==> config.mk <==
export PLATFORM = sky130hd
export DESIGN_NAME = interrupt_flag_status_bank
export DESIGN_NICKNAME = d
export VERILOG_FILES = /design/src/verilog/irq_flags_pkg.sv /design/src/verilog/interrupt_flag_status_bank.sv /design/src/verilog/pin_event_sync.sv /design/src/verilog/flag_bank.sv
export SDC_FILE = /design/constraint.sdc
export NUM_CORES = 1
export LEC_CHECK = 0
export BUFFER_PORTS_ARGS = -buffer_cell sky130_fd_sc_hd__buf_4
export CAP_MARGIN = 20
export CORE_ASPECT_RATIO = 1.2
export CORE_MARGIN = 2
export CORE_UTILIZATION = 25
export DETAILED_ROUTE_END_ITERATION = 10
export PLACE_DENSITY = 0.52
export SLEW_MARGIN = 20
export SYNTH_ARGS = -nofsm -noshare
export SYNTH_HDL_FRONTEND = slang
export SYNTH_SLANG_ARGS = --single-unit
==> constraint.sdc <==
create_clock -name CLK -period 2.5 [get_ports CLK]
set_input_delay 0.5 -clock CLK [delete_from_list [all_inputs] [get_ports CLK]]
set_output_delay 0.5 -clock CLK [all_outputs]
set_load 0.005 [all_outputs]
==> src/verilog/irq_flags_pkg.sv <==
// package: constants for the interrupt flag status bank
package irq_flags_pkg;
  // bus and register geometry
  localparam int ADDR_W = 8;
  localparam int FLAG_W = 16;
  localparam int GROUPS = 3;
  localparam int PIN_COUNT = 3;
  // register byte offsets
  localparam logic [7:0] OFF_FLAGS0 = 8'h00;
  localparam logic [7:0] OFF_FLAGS1 = 8'h04;
  localparam logic [7:0] OFF_FLAGS2 = 8'h08;
  localparam logic [7:0] OFF_MASK0 = 8'h0c;
  localparam logic [7:0] OFF_MASK1 = 8'h10;
  localparam logic [7:0] OFF_MASK2 = 8'h14;
  localparam logic [7:0] OFF_POLARITY = 8'h18;
  localparam logic [7:0] OFF_ACTIVE = 8'h1c;
  localparam logic [GROUPS-1:0][7:0] FLAG_OFFSETS = {OFF_FLAGS2, OFF_FLAGS1, OFF_FLAGS0};
  localparam logic [GROUPS-1:0][7:0] MASK_OFFSETS = {OFF_MASK2, OFF_MASK1, OFF_MASK0};
  // implemented bits and reset values
  localparam logic [FLAG_W-1:0] IMPL0 = 16'h7fff;
  localparam logic [FLAG_W-1:0] IMPL1 = 16'hfffb;
  localparam logic [FLAG_W-1:0] IMPL2 = 16'hdfff;
  localparam logic [GROUPS-1:0][FLAG_W-1:0] IMPL_MASKS = {IMPL2, IMPL1, IMPL0};
  localparam logic [FLAG_W-1:0] FLAG_RESET = 16'h0000;
  localparam logic [FLAG_W-1:0] MASK_RESET = 16'h0000;
  localparam logic [PIN_COUNT-1:0] POLARITY_RESET = 3'h0;
  // axi responses
  localparam logic [1:0] RESP_OKAY = 2'h0;
  localparam logic [1:0] RESP_SLVERR = 2'h2;
  // group 0 positions
  localparam int EXT_PIN0_BIT = 0;
  localparam int CAPTURE_CH1_BIT = 1;
  localparam int COMPARE_CH1_BIT = 2;
  localparam int GROUP0_AUX_LSB = 3;
  localparam int GROUP0_AUX_MSB = 14;
  // group 1 positions
  localparam int SERIAL2_TX_BIT = 15;
  localparam int SERIAL2_RX_BIT = 14;
  localparam int EXT_PIN2_BIT = 13;
  localparam int TIMER_FIVE_BIT = 12;
  localparam int TIMER_FOUR_BIT = 11;
  localparam int COMPARE_CH4_BIT = 10;
  localparam int COMPARE_CH3_BIT = 9;
  localparam int DMA_CH2_BIT = 8;
  localparam int CAPTURE_CH8_BIT = 7;
  localparam int CAPTURE_CH7_BIT = 6;
  localparam int CONVERTER2_BIT = 5;
  localparam int EXT_PIN1_BIT = 4;
  localparam int PIN_CHANGE_BIT = 3;
  localparam int I2C1_MASTER_BIT = 1;
  localparam int I2C1_SLAVE_BIT = 0;
  // group 2 positions
  localparam int TIMER_SIX_BIT = 15;
  localparam int DMA_CH4_BIT = 14;
  localparam int COMPARE_CH8_BIT = 12;
  localparam int COMPARE_CH5_BIT = 9;
  localparam int CAPTURE_CH6_BIT = 8;
  localparam int CAPTURE_CH3_BIT = 5;
  localparam int DMA_CH3_BIT = 4;
  localparam int CAN1_EVENT_BIT = 3;
  localparam int CAN1_RX_BIT = 2;
  localparam int SPI2_EVENT_BIT = 1;
  localparam int SPI2_ERROR_BIT = 0;
endpackage : irq_flags_pkg

==> src/verilog/interrupt_flag_status_bank.sv <==
// top: interrupt flag status bank behind an axi4-lite slave
`timescale 1ns/1ps
//
// Overview of operation
// - a flag reads one once its source requested, zero otherwise
// - group1 bit 15 serial2 transmit, bit 14 serial2 receive
// - pin2 at group1 bit 13, pin1 group1 bit 4, pin0 group0 bit 0
// - timer5 group1 bit 12, timer4 group1 bit 11, timer6 group2 bit 15
// - compare ch1 g0 bit 2; ch4,ch3 g1 bits 10,9; ch8..5 g2 bits 12..9
// - capture ch1 g0 bit 1; ch8,ch7 g1 bits 7,6; ch6..3 g2 bits 8..5
// - dma done: ch2 g1 bit 8, ch4 g2 bit 14, ch3 g2 bit 4
// - second converter done sets group1 bit 5
// - input change notification sets group1 bit 3
// - group1 bit 1 i2c1 master events, bit 0 i2c1 slave events
// - can1 event request sets group2 bit 3
// - can1 receive data ready sets group2 bit 2
// - group2 bit 1 spi2 events, bit 0 spi2 errors
// - group0 bit 15, group1 bit 2 and group2 bit 13 ignore writes, read zero
// - implemented flags are read/write and reset to zero
module interrupt_flag_status_bank (
  // clock and reset
  input wire logic CLK,
  input wire logic RESET_N,
  // axi4-lite write address
  input wire logic [irq_flags_pkg::ADDR_W-1:0] S_AXI_AWADDR,
  input wire logic S_AXI_AWVALID,
  output logic S_AXI_AWREADY,
  // axi4-lite write data
  input wire logic [31:0] S_AXI_WDATA,
  input wire logic [3:0] S_AXI_WSTRB,
  input wire logic S_AXI_WVALID,
  output logic S_AXI_WREADY,
  // axi4-lite write response
  output logic [1:0] S_AXI_BRESP,
  output logic S_AXI_BVALID,
  input wire logic S_AXI_BREADY,
  // axi4-lite read address
  input wire logic [irq_flags_pkg::ADDR_W-1:0] S_AXI_ARADDR,
  input wire logic S_AXI_ARVALID,
  output logic S_AXI_ARREADY,
  // axi4-lite read data
  output logic [31:0] S_AXI_RDATA,
  output logic [1:0] S_AXI_RRESP,
  output logic S_AXI_RVALID,
  input wire logic S_AXI_RREADY,
  // external interrupt pins, asynchronous
  input wire logic EXT_PIN0,
  input wire logic EXT_PIN1,
  input wire logic EXT_PIN2,
  // group 0 peripheral requests
  input wire logic CAPTURE_CH1_REQ,
  input wire logic COMPARE_CH1_REQ,
  input wire logic [11:0] GROUP0_AUX_REQ,
  // group 1 peripheral requests
  input wire logic SERIAL2_TX_REQ,
  input wire logic SERIAL2_RX_REQ,
  input wire logic TIMER_FIVE_REQ,
  input wire logic TIMER_FOUR_REQ,
  input wire logic COMPARE_CH4_REQ,
  input wire logic COMPARE_CH3_REQ,
  input wire logic DMA_CH2_DONE_REQ,
  input wire logic CAPTURE_CH8_REQ,
  input wire logic CAPTURE_CH7_REQ,
  input wire logic CONVERTER2_DONE_REQ,
  input wire logic PIN_CHANGE_REQ,
  input wire logic I2C1_MASTER_REQ,
  input wire logic I2C1_SLAVE_REQ,
  // group 2 peripheral requests
  input wire logic TIMER_SIX_REQ,
  input wire logic DMA_CH4_DONE_REQ,
  input wire logic [3:0] COMPARE_CH8_5_REQ,
  input wire logic [3:0] CAPTURE_CH6_3_REQ,
  input wire logic DMA_CH3_DONE_REQ,
  input wire logic CAN1_EVENT_REQ,
  input wire logic CAN1_RX_READY_REQ,
  input wire logic SPI2_EVENT_REQ,
  input wire logic SPI2_ERROR_REQ,
  // flag views for the core
  output logic [irq_flags_pkg::FLAG_W-1:0] IRQ_FLAGS_GROUP0,
  output logic [irq_flags_pkg::FLAG_W-1:0] IRQ_FLAGS_GROUP1,
  output logic [irq_flags_pkg::FLAG_W-1:0] IRQ_FLAGS_GROUP2,
  // combined interrupt, level
  output logic IRQ
);
  import irq_flags_pkg::*;

  // geometry that the port map and the decode rely on
  if (FLAG_W != 16) begin : g_bad_flag_width
    $error("flag registers must be 16 bits wide");
  end
  if (GROUPS != 3) begin : g_bad_groups
    $error("exactly three flag groups are wired to ports");
  end
  if (PIN_COUNT != 3) begin : g_bad_pins
    $error("exactly three external pins are wired to ports");
  end
  if (GROUP0_AUX_MSB - GROUP0_AUX_LSB != 11) begin : g_bad_aux
    $error("group0 auxiliary field must match its 12-bit port");
  end
  if (ADDR_W != 8) begin : g_bad_addr
    $error("address must be 8 bits to match the offset constants");
  end
  if (COMPARE_CH8_BIT - COMPARE_CH5_BIT != 3) begin : g_bad_compare
    $error("compare field must match its 4-bit port");
  end
  if (CAPTURE_CH6_BIT - CAPTURE_CH3_BIT != 3) begin : g_bad_capture
    $error("capture field must match its 4-bit port");
  end

  // write channel state
  logic aw_full_reg;
  logic [ADDR_W-1:0] aw_addr_reg;
  logic w_full_reg;
  logic [FLAG_W-1:0] w_data_reg;
  logic [1:0] w_strb_reg;
  logic bvalid_reg;
  logic [1:0] bresp_reg;
  logic write_now;
  // read channel state
  logic rvalid_reg;
  logic [31:0] rdata_reg;
  logic [1:0] rresp_reg;
  // flag, mask and pin state
  logic [GROUPS-1:0][FLAG_W-1:0] set_vec;
  logic [GROUPS-1:0][FLAG_W-1:0] flags;
  logic [GROUPS-1:0][FLAG_W-1:0] mask_reg;
  logic [GROUPS-1:0] group_active;
  logic [PIN_COUNT-1:0] polarity_reg;
  logic [PIN_COUNT-1:0] pin_edge;
  logic irq_reg;

  // known register offsets, shared by read and write decode
  function automatic logic addr_known(input logic [ADDR_W-1:0] a);
    logic hit;
    hit = 1'b0;
    if (a == OFF_FLAGS0 || a == OFF_FLAGS1 || a == OFF_FLAGS2) begin
      hit = 1'b1;
    end
    if (a == OFF_MASK0 || a == OFF_MASK1 || a == OFF_MASK2) begin
      hit = 1'b1;
    end
    if (a == OFF_POLARITY || a == OFF_ACTIVE) begin
      hit = 1'b1;
    end
    return hit;
  endfunction : addr_known

  // byte-lane merge for the software-written mask registers
  function automatic logic [FLAG_W-1:0] merge_strb(
    input logic [FLAG_W-1:0] old_val,
    input logic [FLAG_W-1:0] new_val,
    input logic [1:0] strb
  );
    logic [FLAG_W-1:0] res;
    res = old_val;
    if (strb[0]) begin
      res[7:0] = new_val[7:0];
    end
    if (strb[1]) begin
      res[15:8] = new_val[15:8];
    end
    return res;
  endfunction : merge_strb

  // handshake outputs
  assign S_AXI_AWREADY = ~aw_full_reg & ~bvalid_reg;
  assign S_AXI_WREADY = ~w_full_reg & ~bvalid_reg;
  assign S_AXI_ARREADY = ~rvalid_reg;
  assign write_now = aw_full_reg & w_full_reg & ~bvalid_reg;

  // write address holding
  always_ff @(posedge CLK or negedge RESET_N) begin
    if (!RESET_N) begin
      aw_full_reg <= 1'b0;
      aw_addr_reg <= '0;
    end else if (S_AXI_AWVALID && S_AXI_AWREADY) begin
      aw_full_reg <= 1'b1;
      aw_addr_reg <= S_AXI_AWADDR;
    end else if (write_now) begin
      aw_full_reg <= 1'b0;
    end
  end

  // write data holding, low half only
  always_ff @(posedge CLK or negedge RESET_N) begin
    if (!RESET_N) begin
      w_full_reg <= 1'b0;
      w_data_reg <= '0;
      w_strb_reg <= '0;
    end else if (S_AXI_WVALID && S_AXI_WREADY) begin
      w_full_reg <= 1'b1;
      w_data_reg <= S_AXI_WDATA[FLAG_W-1:0];
      w_strb_reg <= S_AXI_WSTRB[1:0];
    end else if (write_now) begin
      w_full_reg <= 1'b0;
    end
  end

  // write response, error for unmapped offsets
  always_ff @(posedge CLK or negedge RESET_N) begin
    if (!RESET_N) begin
      bvalid_reg <= 1'b0;
      bresp_reg <= RESP_OKAY;
    end else if (write_now) begin
      bvalid_reg <= 1'b1;
      bresp_reg <= addr_known(aw_addr_reg) ? RESP_OKAY : RESP_SLVERR;
    end else if (S_AXI_BREADY) begin
      bvalid_reg <= 1'b0;
    end
  end

  assign S_AXI_BVALID = bvalid_reg;
  assign S_AXI_BRESP = bresp_reg;

  // read data capture, upper half reads zero
  always_ff @(posedge CLK or negedge RESET_N) begin
    if (!RESET_N) begin
      rvalid_reg <= 1'b0;
      rdata_reg <= '0;
      rresp_reg <= RESP_OKAY;
    end else if (S_AXI_ARVALID && S_AXI_ARREADY) begin
      rvalid_reg <= 1'b1;
      rresp_reg <= addr_known(S_AXI_ARADDR) ? RESP_OKAY : RESP_SLVERR;
      unique case (S_AXI_ARADDR)
        OFF_FLAGS0: rdata_reg <= {16'h0000, flags[0]};
        OFF_FLAGS1: rdata_reg <= {16'h0000, flags[1]};
        OFF_FLAGS2: rdata_reg <= {16'h0000, flags[2]};
        OFF_MASK0: rdata_reg <= {16'h0000, mask_reg[0]};
        OFF_MASK1: rdata_reg <= {16'h0000, mask_reg[1]};
        OFF_MASK2: rdata_reg <= {16'h0000, mask_reg[2]};
        OFF_POLARITY: rdata_reg <= {29'h0000000, polarity_reg};
        OFF_ACTIVE: rdata_reg <= {29'h0000000, group_active};
        default: rdata_reg <= 32'h00000000;
      endcase
    end else if (S_AXI_RREADY) begin
      rvalid_reg <= 1'b0;
    end
  end

  assign S_AXI_RVALID = rvalid_reg;
  assign S_AXI_RDATA = rdata_reg;
  assign S_AXI_RRESP = rresp_reg;

  // edge select for the external pins
  always_ff @(posedge CLK or negedge RESET_N) begin
    if (!RESET_N) begin
      polarity_reg <= POLARITY_RESET;
    end else if (write_now && aw_addr_reg == OFF_POLARITY && w_strb_reg[0]) begin
      polarity_reg <= w_data_reg[PIN_COUNT-1:0];
    end
  end

  // external pins synchronised before edge detection
  pin_event_sync #(
    .WIDTH(PIN_COUNT)
  ) u_pin_sync (
    .clk(CLK),
    .reset_n(RESET_N),
    .pin_async({EXT_PIN2, EXT_PIN1, EXT_PIN0}),
    .falling_sel(polarity_reg),
    .edge_pulse(pin_edge)
  );

  // source requests placed at their flag positions
  always_comb begin
    set_vec = '0;
    set_vec[0][EXT_PIN0_BIT] = pin_edge[0];
    set_vec[0][CAPTURE_CH1_BIT] = CAPTURE_CH1_REQ;
    set_vec[0][COMPARE_CH1_BIT] = COMPARE_CH1_REQ;
    set_vec[0][GROUP0_AUX_MSB:GROUP0_AUX_LSB] = GROUP0_AUX_REQ;
    set_vec[1][SERIAL2_TX_BIT] = SERIAL2_TX_REQ;
    set_vec[1][SERIAL2_RX_BIT] = SERIAL2_RX_REQ;
    set_vec[1][EXT_PIN2_BIT] = pin_edge[2];
    set_vec[1][EXT_PIN1_BIT] = pin_edge[1];
    set_vec[1][TIMER_FIVE_BIT] = TIMER_FIVE_REQ;
    set_vec[1][TIMER_FOUR_BIT] = TIMER_FOUR_REQ;
    set_vec[1][COMPARE_CH4_BIT] = COMPARE_CH4_REQ;
    set_vec[1][COMPARE_CH3_BIT] = COMPARE_CH3_REQ;
    set_vec[1][DMA_CH2_BIT] = DMA_CH2_DONE_REQ;
    set_vec[1][CAPTURE_CH8_BIT] = CAPTURE_CH8_REQ;
    set_vec[1][CAPTURE_CH7_BIT] = CAPTURE_CH7_REQ;
    set_vec[1][CONVERTER2_BIT] = CONVERTER2_DONE_REQ;
    set_vec[1][PIN_CHANGE_BIT] = PIN_CHANGE_REQ;
    set_vec[1][I2C1_MASTER_BIT] = I2C1_MASTER_REQ;
    set_vec[1][I2C1_SLAVE_BIT] = I2C1_SLAVE_REQ;
    set_vec[2][TIMER_SIX_BIT] = TIMER_SIX_REQ;
    set_vec[2][DMA_CH4_BIT] = DMA_CH4_DONE_REQ;
    set_vec[2][COMPARE_CH8_BIT:COMPARE_CH5_BIT] = COMPARE_CH8_5_REQ;
    set_vec[2][CAPTURE_CH6_BIT:CAPTURE_CH3_BIT] = CAPTURE_CH6_3_REQ;
    set_vec[2][DMA_CH3_BIT] = DMA_CH3_DONE_REQ;
    set_vec[2][CAN1_EVENT_BIT] = CAN1_EVENT_REQ;
    set_vec[2][CAN1_RX_BIT] = CAN1_RX_READY_REQ;
    set_vec[2][SPI2_EVENT_BIT] = SPI2_EVENT_REQ;
    set_vec[2][SPI2_ERROR_BIT] = SPI2_ERROR_REQ;
  end

  // one flag bank and one mask per group
  for (genvar g = 0; g < GROUPS; g++) begin : g_group
    logic flag_wr;
    assign flag_wr = write_now && aw_addr_reg == FLAG_OFFSETS[g];

    flag_bank #(
      .WIDTH(FLAG_W),
      .IMPL_MASK(IMPL_MASKS[g]),
      .RESET_VAL(FLAG_RESET)
    ) u_flags (
      .clk(CLK),
      .reset_n(RESET_N),
      .set_vec(set_vec[g]),
      .wr_en(flag_wr),
      .wr_data(w_data_reg),
      .wr_strb(w_strb_reg),
      .flags(flags[g])
    );

    // mask of the same layout as its flags
    always_ff @(posedge CLK or negedge RESET_N) begin
      if (!RESET_N) begin
        mask_reg[g] <= MASK_RESET;
      end else if (write_now && aw_addr_reg == MASK_OFFSETS[g]) begin
        mask_reg[g] <= merge_strb(mask_reg[g], w_data_reg, w_strb_reg) & IMPL_MASKS[g];
      end
    end

    assign group_active[g] = |(flags[g] & mask_reg[g]);
  end

  // registered combined interrupt
  always_ff @(posedge CLK or negedge RESET_N) begin
    if (!RESET_N) begin
      irq_reg <= 1'b0;
    end else begin
      irq_reg <= |group_active;
    end
  end

  // outputs to the core
  assign IRQ = irq_reg;
  assign IRQ_FLAGS_GROUP0 = flags[0];
  assign IRQ_FLAGS_GROUP1 = flags[1];
  assign IRQ_FLAGS_GROUP2 = flags[2];
endmodule : interrupt_flag_status_bank

==> src/verilog/pin_event_sync.sv <==
// pin synchroniser with selectable edge detection
`timescale 1ns/1ps
module pin_event_sync #(
  parameter int WIDTH = 3
) (
  // clock and reset
  input wire logic clk,
  input wire logic reset_n,
  // pins and edge select, 1 = falling
  input wire logic [WIDTH-1:0] pin_async,
  input wire logic [WIDTH-1:0] falling_sel,
  // one-cycle edge pulses
  output logic [WIDTH-1:0] edge_pulse
);
  logic [WIDTH-1:0] sync1_reg;
  logic [WIDTH-1:0] sync2_reg;
  logic [WIDTH-1:0] prev_reg;

  if (WIDTH < 1) begin : g_bad_width
    $error("pin_event_sync needs at least one pin");
  end

  // two-flop synchroniser plus history flop
  always_ff @(posedge clk or negedge reset_n) begin
    if (!reset_n) begin
      sync1_reg <= '0;
      sync2_reg <= '0;
      prev_reg <= '0;
    end else begin
      sync1_reg <= pin_async;
      sync2_reg <= sync1_reg;
      prev_reg <= sync2_reg;
    end
  end

  // active edge: level now at active side, before at idle side
  assign edge_pulse = (sync2_reg ^ falling_sel) & ~(prev_reg ^ falling_sel);
endmodule : pin_event_sync

==> src/verilog/flag_bank.sv <==
// one sticky flag register with set-wins write port
`timescale 1ns/1ps
module flag_bank #(
  parameter int WIDTH = 16,
  parameter logic [WIDTH-1:0] IMPL_MASK = '1,
  parameter logic [WIDTH-1:0] RESET_VAL = '0
) (
  // clock and reset
  input wire logic clk,
  input wire logic reset_n,
  // source requests, high sets
  input wire logic [WIDTH-1:0] set_vec,
  // software write port
  input wire logic wr_en,
  input wire logic [WIDTH-1:0] wr_data,
  input wire logic [WIDTH/8-1:0] wr_strb,
  // stored flags
  output logic [WIDTH-1:0] flags
);
  logic [WIDTH-1:0] flags_reg;
  logic [WIDTH-1:0] flags_next;

  if (WIDTH % 8 != 0 || WIDTH < 8) begin : g_bad_width
    $error("flag_bank width must be whole bytes");
  end

  // write per byte lane, then source requests on top
  always_comb begin
    flags_next = flags_reg;
    for (int i = 0; i < WIDTH; i++) begin
      if (wr_en && wr_strb[i/8]) begin
        flags_next[i] = wr_data[i];
      end
    end
    flags_next = (flags_next | set_vec) & IMPL_MASK;
  end

  // flags held until software clears them
  always_ff @(posedge clk or negedge reset_n) begin
    if (!reset_n) begin
      flags_reg <= RESET_VAL & IMPL_MASK;
    end else begin
      flags_reg <= flags_next;
    end
  end

  assign flags = flags_reg;
endmodule : flag_bank

* After elaboration in Yosys (flattened, before gate mapping)
Cells that the tools add are included.
Word-level totals: register bits 169, latch bits 0, RAM bits 0, memory bits (read-only) 0, input bits 104, memories kept 0
Cells by class: add/subtract/negate cells 0, multiply operators 0, div/mod/pow operators 0, order comparisons 0, equal/unequal tests 14, shift operators 0, muxes and demuxes 65, bitwise logic cells 18, reductions and logical operators 43
Operator list (count):
- 16-bit one-hot mux with 8 select lines | 1
- 8-bit by 5-bit equality test with 1-bit output (second input constant) | 8
- 1-bit 2-to-1 mux | 62
- 16-bit OR reduction | 3
- 48-bit OR reduction | 1
- 16-bit AND | 2
- 8-bit by 4-bit equality test with 1-bit output (second input constant) | 4
- 16-bit OR | 2
- 1-bit logical AND | 17
- 8-bit by 3-bit equality test with 1-bit output (second input constant) | 2
- 8-bit logical NOT | 2
- 15-bit AND | 1
- 15-bit OR | 1
- 2-bit AND reduction | 6
- 1-bit logical OR | 10
- 2-bit nonzero test | 4
- 3-bit bitwise XOR | 2
- 1-bit AND | 4
- 2-bit 2-to-1 mux | 2
- 1-bit inverter | 4
- 3-bit AND | 1
- 3-bit inverter | 1

* Logic depth before layout (Yosys ltp)
depth after elaboration 8, gate-level depth with buffers 6, depth with buffers taken out 5

* Cells and area by module
Synthesis repeated with hierarchy kept, for this count alone.
Second synthesis, totals: cells, all modules 653, area, all modules 7367.1 um^2
Modules (own cells, without submodules):
- interrupt_flag_status_bank | instances 1, cells each 485, area an instance 5124.9 um^2, seq. area each 2427.3 um^2
- flag_bank at g_group[0].u_flags ... | instances 2, cells each 50, area an instance 650.6 um^2, seq. area each 375.4 um^2
- flag_bank at g_group[2].u_flags | instances 1, cells each 50, area an instance 651.9 um^2, seq. area each 375.4 um^2
- pin_event_sync | instances 1, cells each 18, area an instance 289.0 um^2, seq. area each 225.2 um^2

* Worst setup path after synthesis
Ideal clock, no wire load.
kind input to register, start point in S_AXI_ARADDR[3] (netlist bit), end point reg rdata_reg[2] (netlist: S_AXI_RDATA[2]), data arrival time 1782 ps, path slack 654 ps, stages on the path 5, path through or4_4 -> nor3_1 -> a22oi_1 -> a31oi_1 -> a21o_1
Between the ends: word-level cells in the longest chain between the ends 2
Ends and longest elaborated chain:
- start, declared | line interrupt_flag_status_bank.sv:38 | input wire logic [irq_flags_pkg::ADDR_W-1:0] S_AXI_ARADDR,
- 8-bit by 5-bit equality test with 1-bit output, or another cell as far along | line interrupt_flag_status_bank.sv:224 | unique case (S_AXI_ARADDR)
- 16-bit one-hot mux with 8 select lines * | line interrupt_flag_status_bank.sv:224
- end signal, assigned | line interrupt_flag_status_bank.sv:225 | OFF_FLAGS0: rdata_reg <= {16'h0000, flags[0]};
- end signal, assigned | line interrupt_flag_status_bank.sv:226 | OFF_FLAGS1: rdata_reg <= {16'h0000, flags[1]};
- end signal, assigned | line interrupt_flag_status_bank.sv:227 | OFF_FLAGS2: rdata_reg <= {16'h0000, flags[2]};
- end, declared | line interrupt_flag_status_bank.sv:121 | logic [31:0] rdata_reg;
Mark *: on every way between the ends. The rest lies on a longest branch, timed or not. A chain may end at the register's enable or synchronous reset.

* Worst setup path after layout
start point reg aw_addr_reg[5], end point reg mask_reg[29] (netlist bit)
Between the ends: word-level cells in the longest chain between the ends 3
Ends and longest elaborated chain:
- start, declared | line interrupt_flag_status_bank.sv:112 | logic [ADDR_W-1:0] aw_addr_reg;
- start signal, assigned | line interrupt_flag_status_bank.sv:175 | aw_addr_reg <= '0;
- start signal, assigned | line interrupt_flag_status_bank.sv:178 | aw_addr_reg <= S_AXI_AWADDR;
- 8-bit by 5-bit equality test with 1-bit output | line interrupt_flag_status_bank.sv:320 | end else if (write_now && aw_addr_reg == MASK_OFFSETS[g]) begin
- 1-bit logical AND | line interrupt_flag_status_bank.sv:320
- 2-bit AND reduction (no line)
- end signal, assigned by index | line interrupt_flag_status_bank.sv:321 | mask_reg[g] <= merge_strb(mask_reg[g], w_data_reg, w_strb_reg) & IMPL_MASKS[g];
- end, declared | line interrupt_flag_status_bank.sv:126 | logic [GROUPS-1:0][FLAG_W-1:0] mask_reg;
Every way passes these cells.

==> summary.txt <==
STA
  – Setup skew after layout: 0.00780 ns
  – Worst slew margin relative to its limit: 48.5%
  – Final-report setup violation count: 0
  – Final critical-path required period: 2.09 ns
  – Slew Viols, Final: 0
  – Transition time of the tightest slew-check pin: 0.771 ns
  – RSZ-0062 raised after global routing: no
  – Achievable Freq: 0.478 GHz
  – Period utilisation layout: 83.6%
  – TNS Setup: 0 ns
  – Final hold violations: 0

Final layout
  – Antenna diode count: 0
  – Share of post-route cells with drive strength above 1: 37.0%
  – Count of fill cells added during filler insertion: 2911
  – Area overhead of the layout relative to synthesis: 31.9%
  – Final Util: 33.3%
  – NumNets Final: 888

Route
  – Detailed-routing iteration count for the pre-antenna-repair pass: 7
  – Routed wirelength normalized by instance count: 20.2 um
  – Drt initial violations: 385
  – # DRC: 0
  – Vias per inst: 4.74
  – Total via count in the routed design: 5580
  – Final ANT Viol Nets: 0
  – Sum of routed wire length over all layers: 23800 um

Synthesis
  – Sequential-to-total area share from yosys stat: 53.7%
  – Number of flops mapped to enable cells by yosys: 0
  – Cell with the most instances after synthesis: sky130_fd_sc_hd__dfrtp_1
  – Cell accounting for the most synthesized area: sky130_fd_sc_hd__dfrtp_1
  – Post-Synthesis Mean Instance Area: 11.5 um^2
  – Share of flip-flops with an asynchronous set or reset: 100%
  – Cell types with the largest area share after synthesis: sky130_fd_sc_hd__dfrtp_1, sky130_fd_sc_hd__mux2_2, sky130_fd_sc_hd__a211o_1
  – Number of library cell types mapped by synthesis: 56
  – Warnings from Yosys: 0
  – Fraction of post-synthesis cell area in the top cell type by area: 53.7%
  – Synthesized flop and latch total: 151
  – Gate count of the mapped netlist: 611
  – Most numerous cell types in the synthesized netlist: sky130_fd_sc_hd__dfrtp_1, sky130_fd_sc_hd__mux2_2, sky130_fd_sc_hd__nand2_1
  – Mapped cell area: 0.00703 mm^2
  – Ys flop type: sky130_fd_sc_hd__dfrtp_1

Global route
  – Pin count of the biggest net entering global routing: 52
  – Number of antenna violations at the first check in global routing: 0
  – Global-route wire length before repair: 35100 um
  – GR met3 Demand/Resource: 3.56%
  – M2 GR Usage: 27.3%
  – Congestion Overflow GR: 0
  – Vias in the first global route: 5484
  – Met1 Resource Use GR: 21.0%
  – Combined global-route utilization of all metal layers: 16.3%
  – Busiest grt layer: met2

Clock network
  – Clock tree from TritonCTS: yes
  – Gates resized, CTS repair: 0
  – Number of buffers on the longest clock path: 2
  – Root Buffer Master: sky130_fd_sc_hd__clkbuf_16
  – Worst-path clk slew: 0.06 ns
  – Clock insertion delay at the later pin of the skew report: 0.43 ns
  – Count of H-tree levels built during CTS: 4
  – Post-CTS Hold Buffers: 0
  – Clock sinks: 151
  – Post-CTS setup buffer count: 0
  – Number of buffers inserted during clock tree synthesis: 17

Worst setup path
  – Critical Path End Type: flop
  – Maximum fanout count along the critical path: 8
  – Crit path DAT: 2.40 ns
  – Startpoint types: flop
  – Required time worst endpoint: 2.81 ns
  – CP Class: reg2reg

Die
  – Starting utilization of the core area: 25.3%
  – Site Rows: 67
  – Width of the die: 157 um
  – Total core area: 0.0278 mm^2
  – I/O pin total: 194
  – Die area: 0.0295 mm^2
  – Chip Height: 188 um

Placement
  – Placer's final routability congestion estimate: 0.879
  – I/O Buffers: 154
  – Post-detailed-placement half-perimeter wirelength: 18400 um

Hold path
  – Path category of the worst min-delay check: in2async

Power and ir drop
  – Power density cells: 765 mW/mm^2
  – Largest vdd supply drop: 0.445 mV
  – LEAKAGE: 4.12 nW

Outcome
  – Outcome: finished, final reports clean

Job
  – Number of max-cap violations: 0
power by group:
part	internal, mW	switching [mW]
sequential	2.79	0.526
combinational	0.635	0.534
clock	1.50	1.11
total	4.93	2.17
worst max-delay path, cell delays in order (launching register included):
cell	delay (ns)
sky130_fd_sc_hd__dfrtp_1	0.37
sky130_fd_sc_hd__or3_4	0.41
sky130_fd_sc_hd__nor2_1	0.20
sky130_fd_sc_hd__nand3_1	0.16
sky130_fd_sc_hd__nor2_2	0.44
sky130_fd_sc_hd__mux2_2	0.40
stage by stage:
step           area [um^2]  instances  power [mW]  setup slack [ns]  hold slack (ns)
4_1_cts               9270       1176        7.21             0.383           0.0296
6_report              9270       1176        7.10             0.410           0.0241
3_5_place_dp          8680       1144        4.56             0.396            0.336
5_1_grt               9270       1176        7.48             0.245           0.0553
3_3_place_gp          8680       1144        4.53             0.430            0.335
2_1_floorplan         7110        631        3.93             0.654            0.204
path summary, 6_finish.rpt:
path	from	end	slack, ns	cells past startpoint
worst min-delay path	RESET_N	w_data_reg[3]	0.02	1
worst max register to register	aw_addr_reg[5]	mask_reg[29]	0.41	5
min in group CLK	EXT_PIN1	u_pin_sync.sync1_reg[1]	0.18	1
worst max-delay path	aw_addr_reg[5]	mask_reg[29]	0.41	5
max in group asynchronous	RESET_N	mask_reg[24]	1.75	2
worst min register to register	u_pin_sync.sync1_reg[2]	u_pin_sync.sync2_reg[2]	0.35	0
cell type report:
cell class / count / area [um^2] / area share (%)
Timing Repair Buffer: 175 / 1340 / 14.5
Multi-Input combinational cell: 415 / 2990 / 32.3
Inverter: 24 / 90.1 / 0.971
Clock buffer: 18 / 429 / 4.63
Clock inverter: 14 / 165 / 1.78
Sequential cell: 151 / 3780 / 40.7
Tap cell: 379 / 474 / 5.11
logic make-up (layout without fill, tap and decap cells):
logic type	after synthesis	in the layout	synth area share, %
muxes	90	90	14.1
DFF	151	151	53.7
AOI/OAI and AO/OA	130	130	14.1
other	1	21	0.0533
and+or+nand+nor	174	174	13.2
buffers and inverters	65	231	4.86
placed cells by master, fill, tap and decap left out, types with 8 or more instances in the layout:
cell type / Yosys / final
sky130_fd_sc_hd__buf_4: 22 / 172
sky130_fd_sc_hd__dfrtp_1: 151 / 151
sky130_fd_sc_hd__mux2_2: 75 / 75
sky130_fd_sc_hd__nand2_1: 52 / 52
sky130_fd_sc_hd__nor2_1: 34 / 34
sky130_fd_sc_hd__a22oi_1: 31 / 31
sky130_fd_sc_hd__a211o_1: 28 / 28
sky130_fd_sc_hd__inv_1: 24 / 24
sky130_fd_sc_hd__conb_1: 1 / 21
sky130_fd_sc_hd__nand3_1: 18 / 18
sky130_fd_sc_hd__nor2b_1: 18 / 18
sky130_fd_sc_hd__o21ai_0: 17 / 17
sky130_fd_sc_hd__clkbuf_16: 0 / 17
sky130_fd_sc_hd__mux2i_1: 15 / 15
sky130_fd_sc_hd__nand3b_1: 8 / 8
sky130_fd_sc_hd__o211ai_1: 8 / 8
routing by layer:
layer  share of wire (%)  vias to the layer above  wire length (um)
met4                 1.9                        0               447
met2                  49                      211             11600
met1                  44                     2779             10400
li1                    -                     2558                 -
met3                 5.4                       32              1290
met5                   0                        -                 0
(Power assumes the default switching activity.)
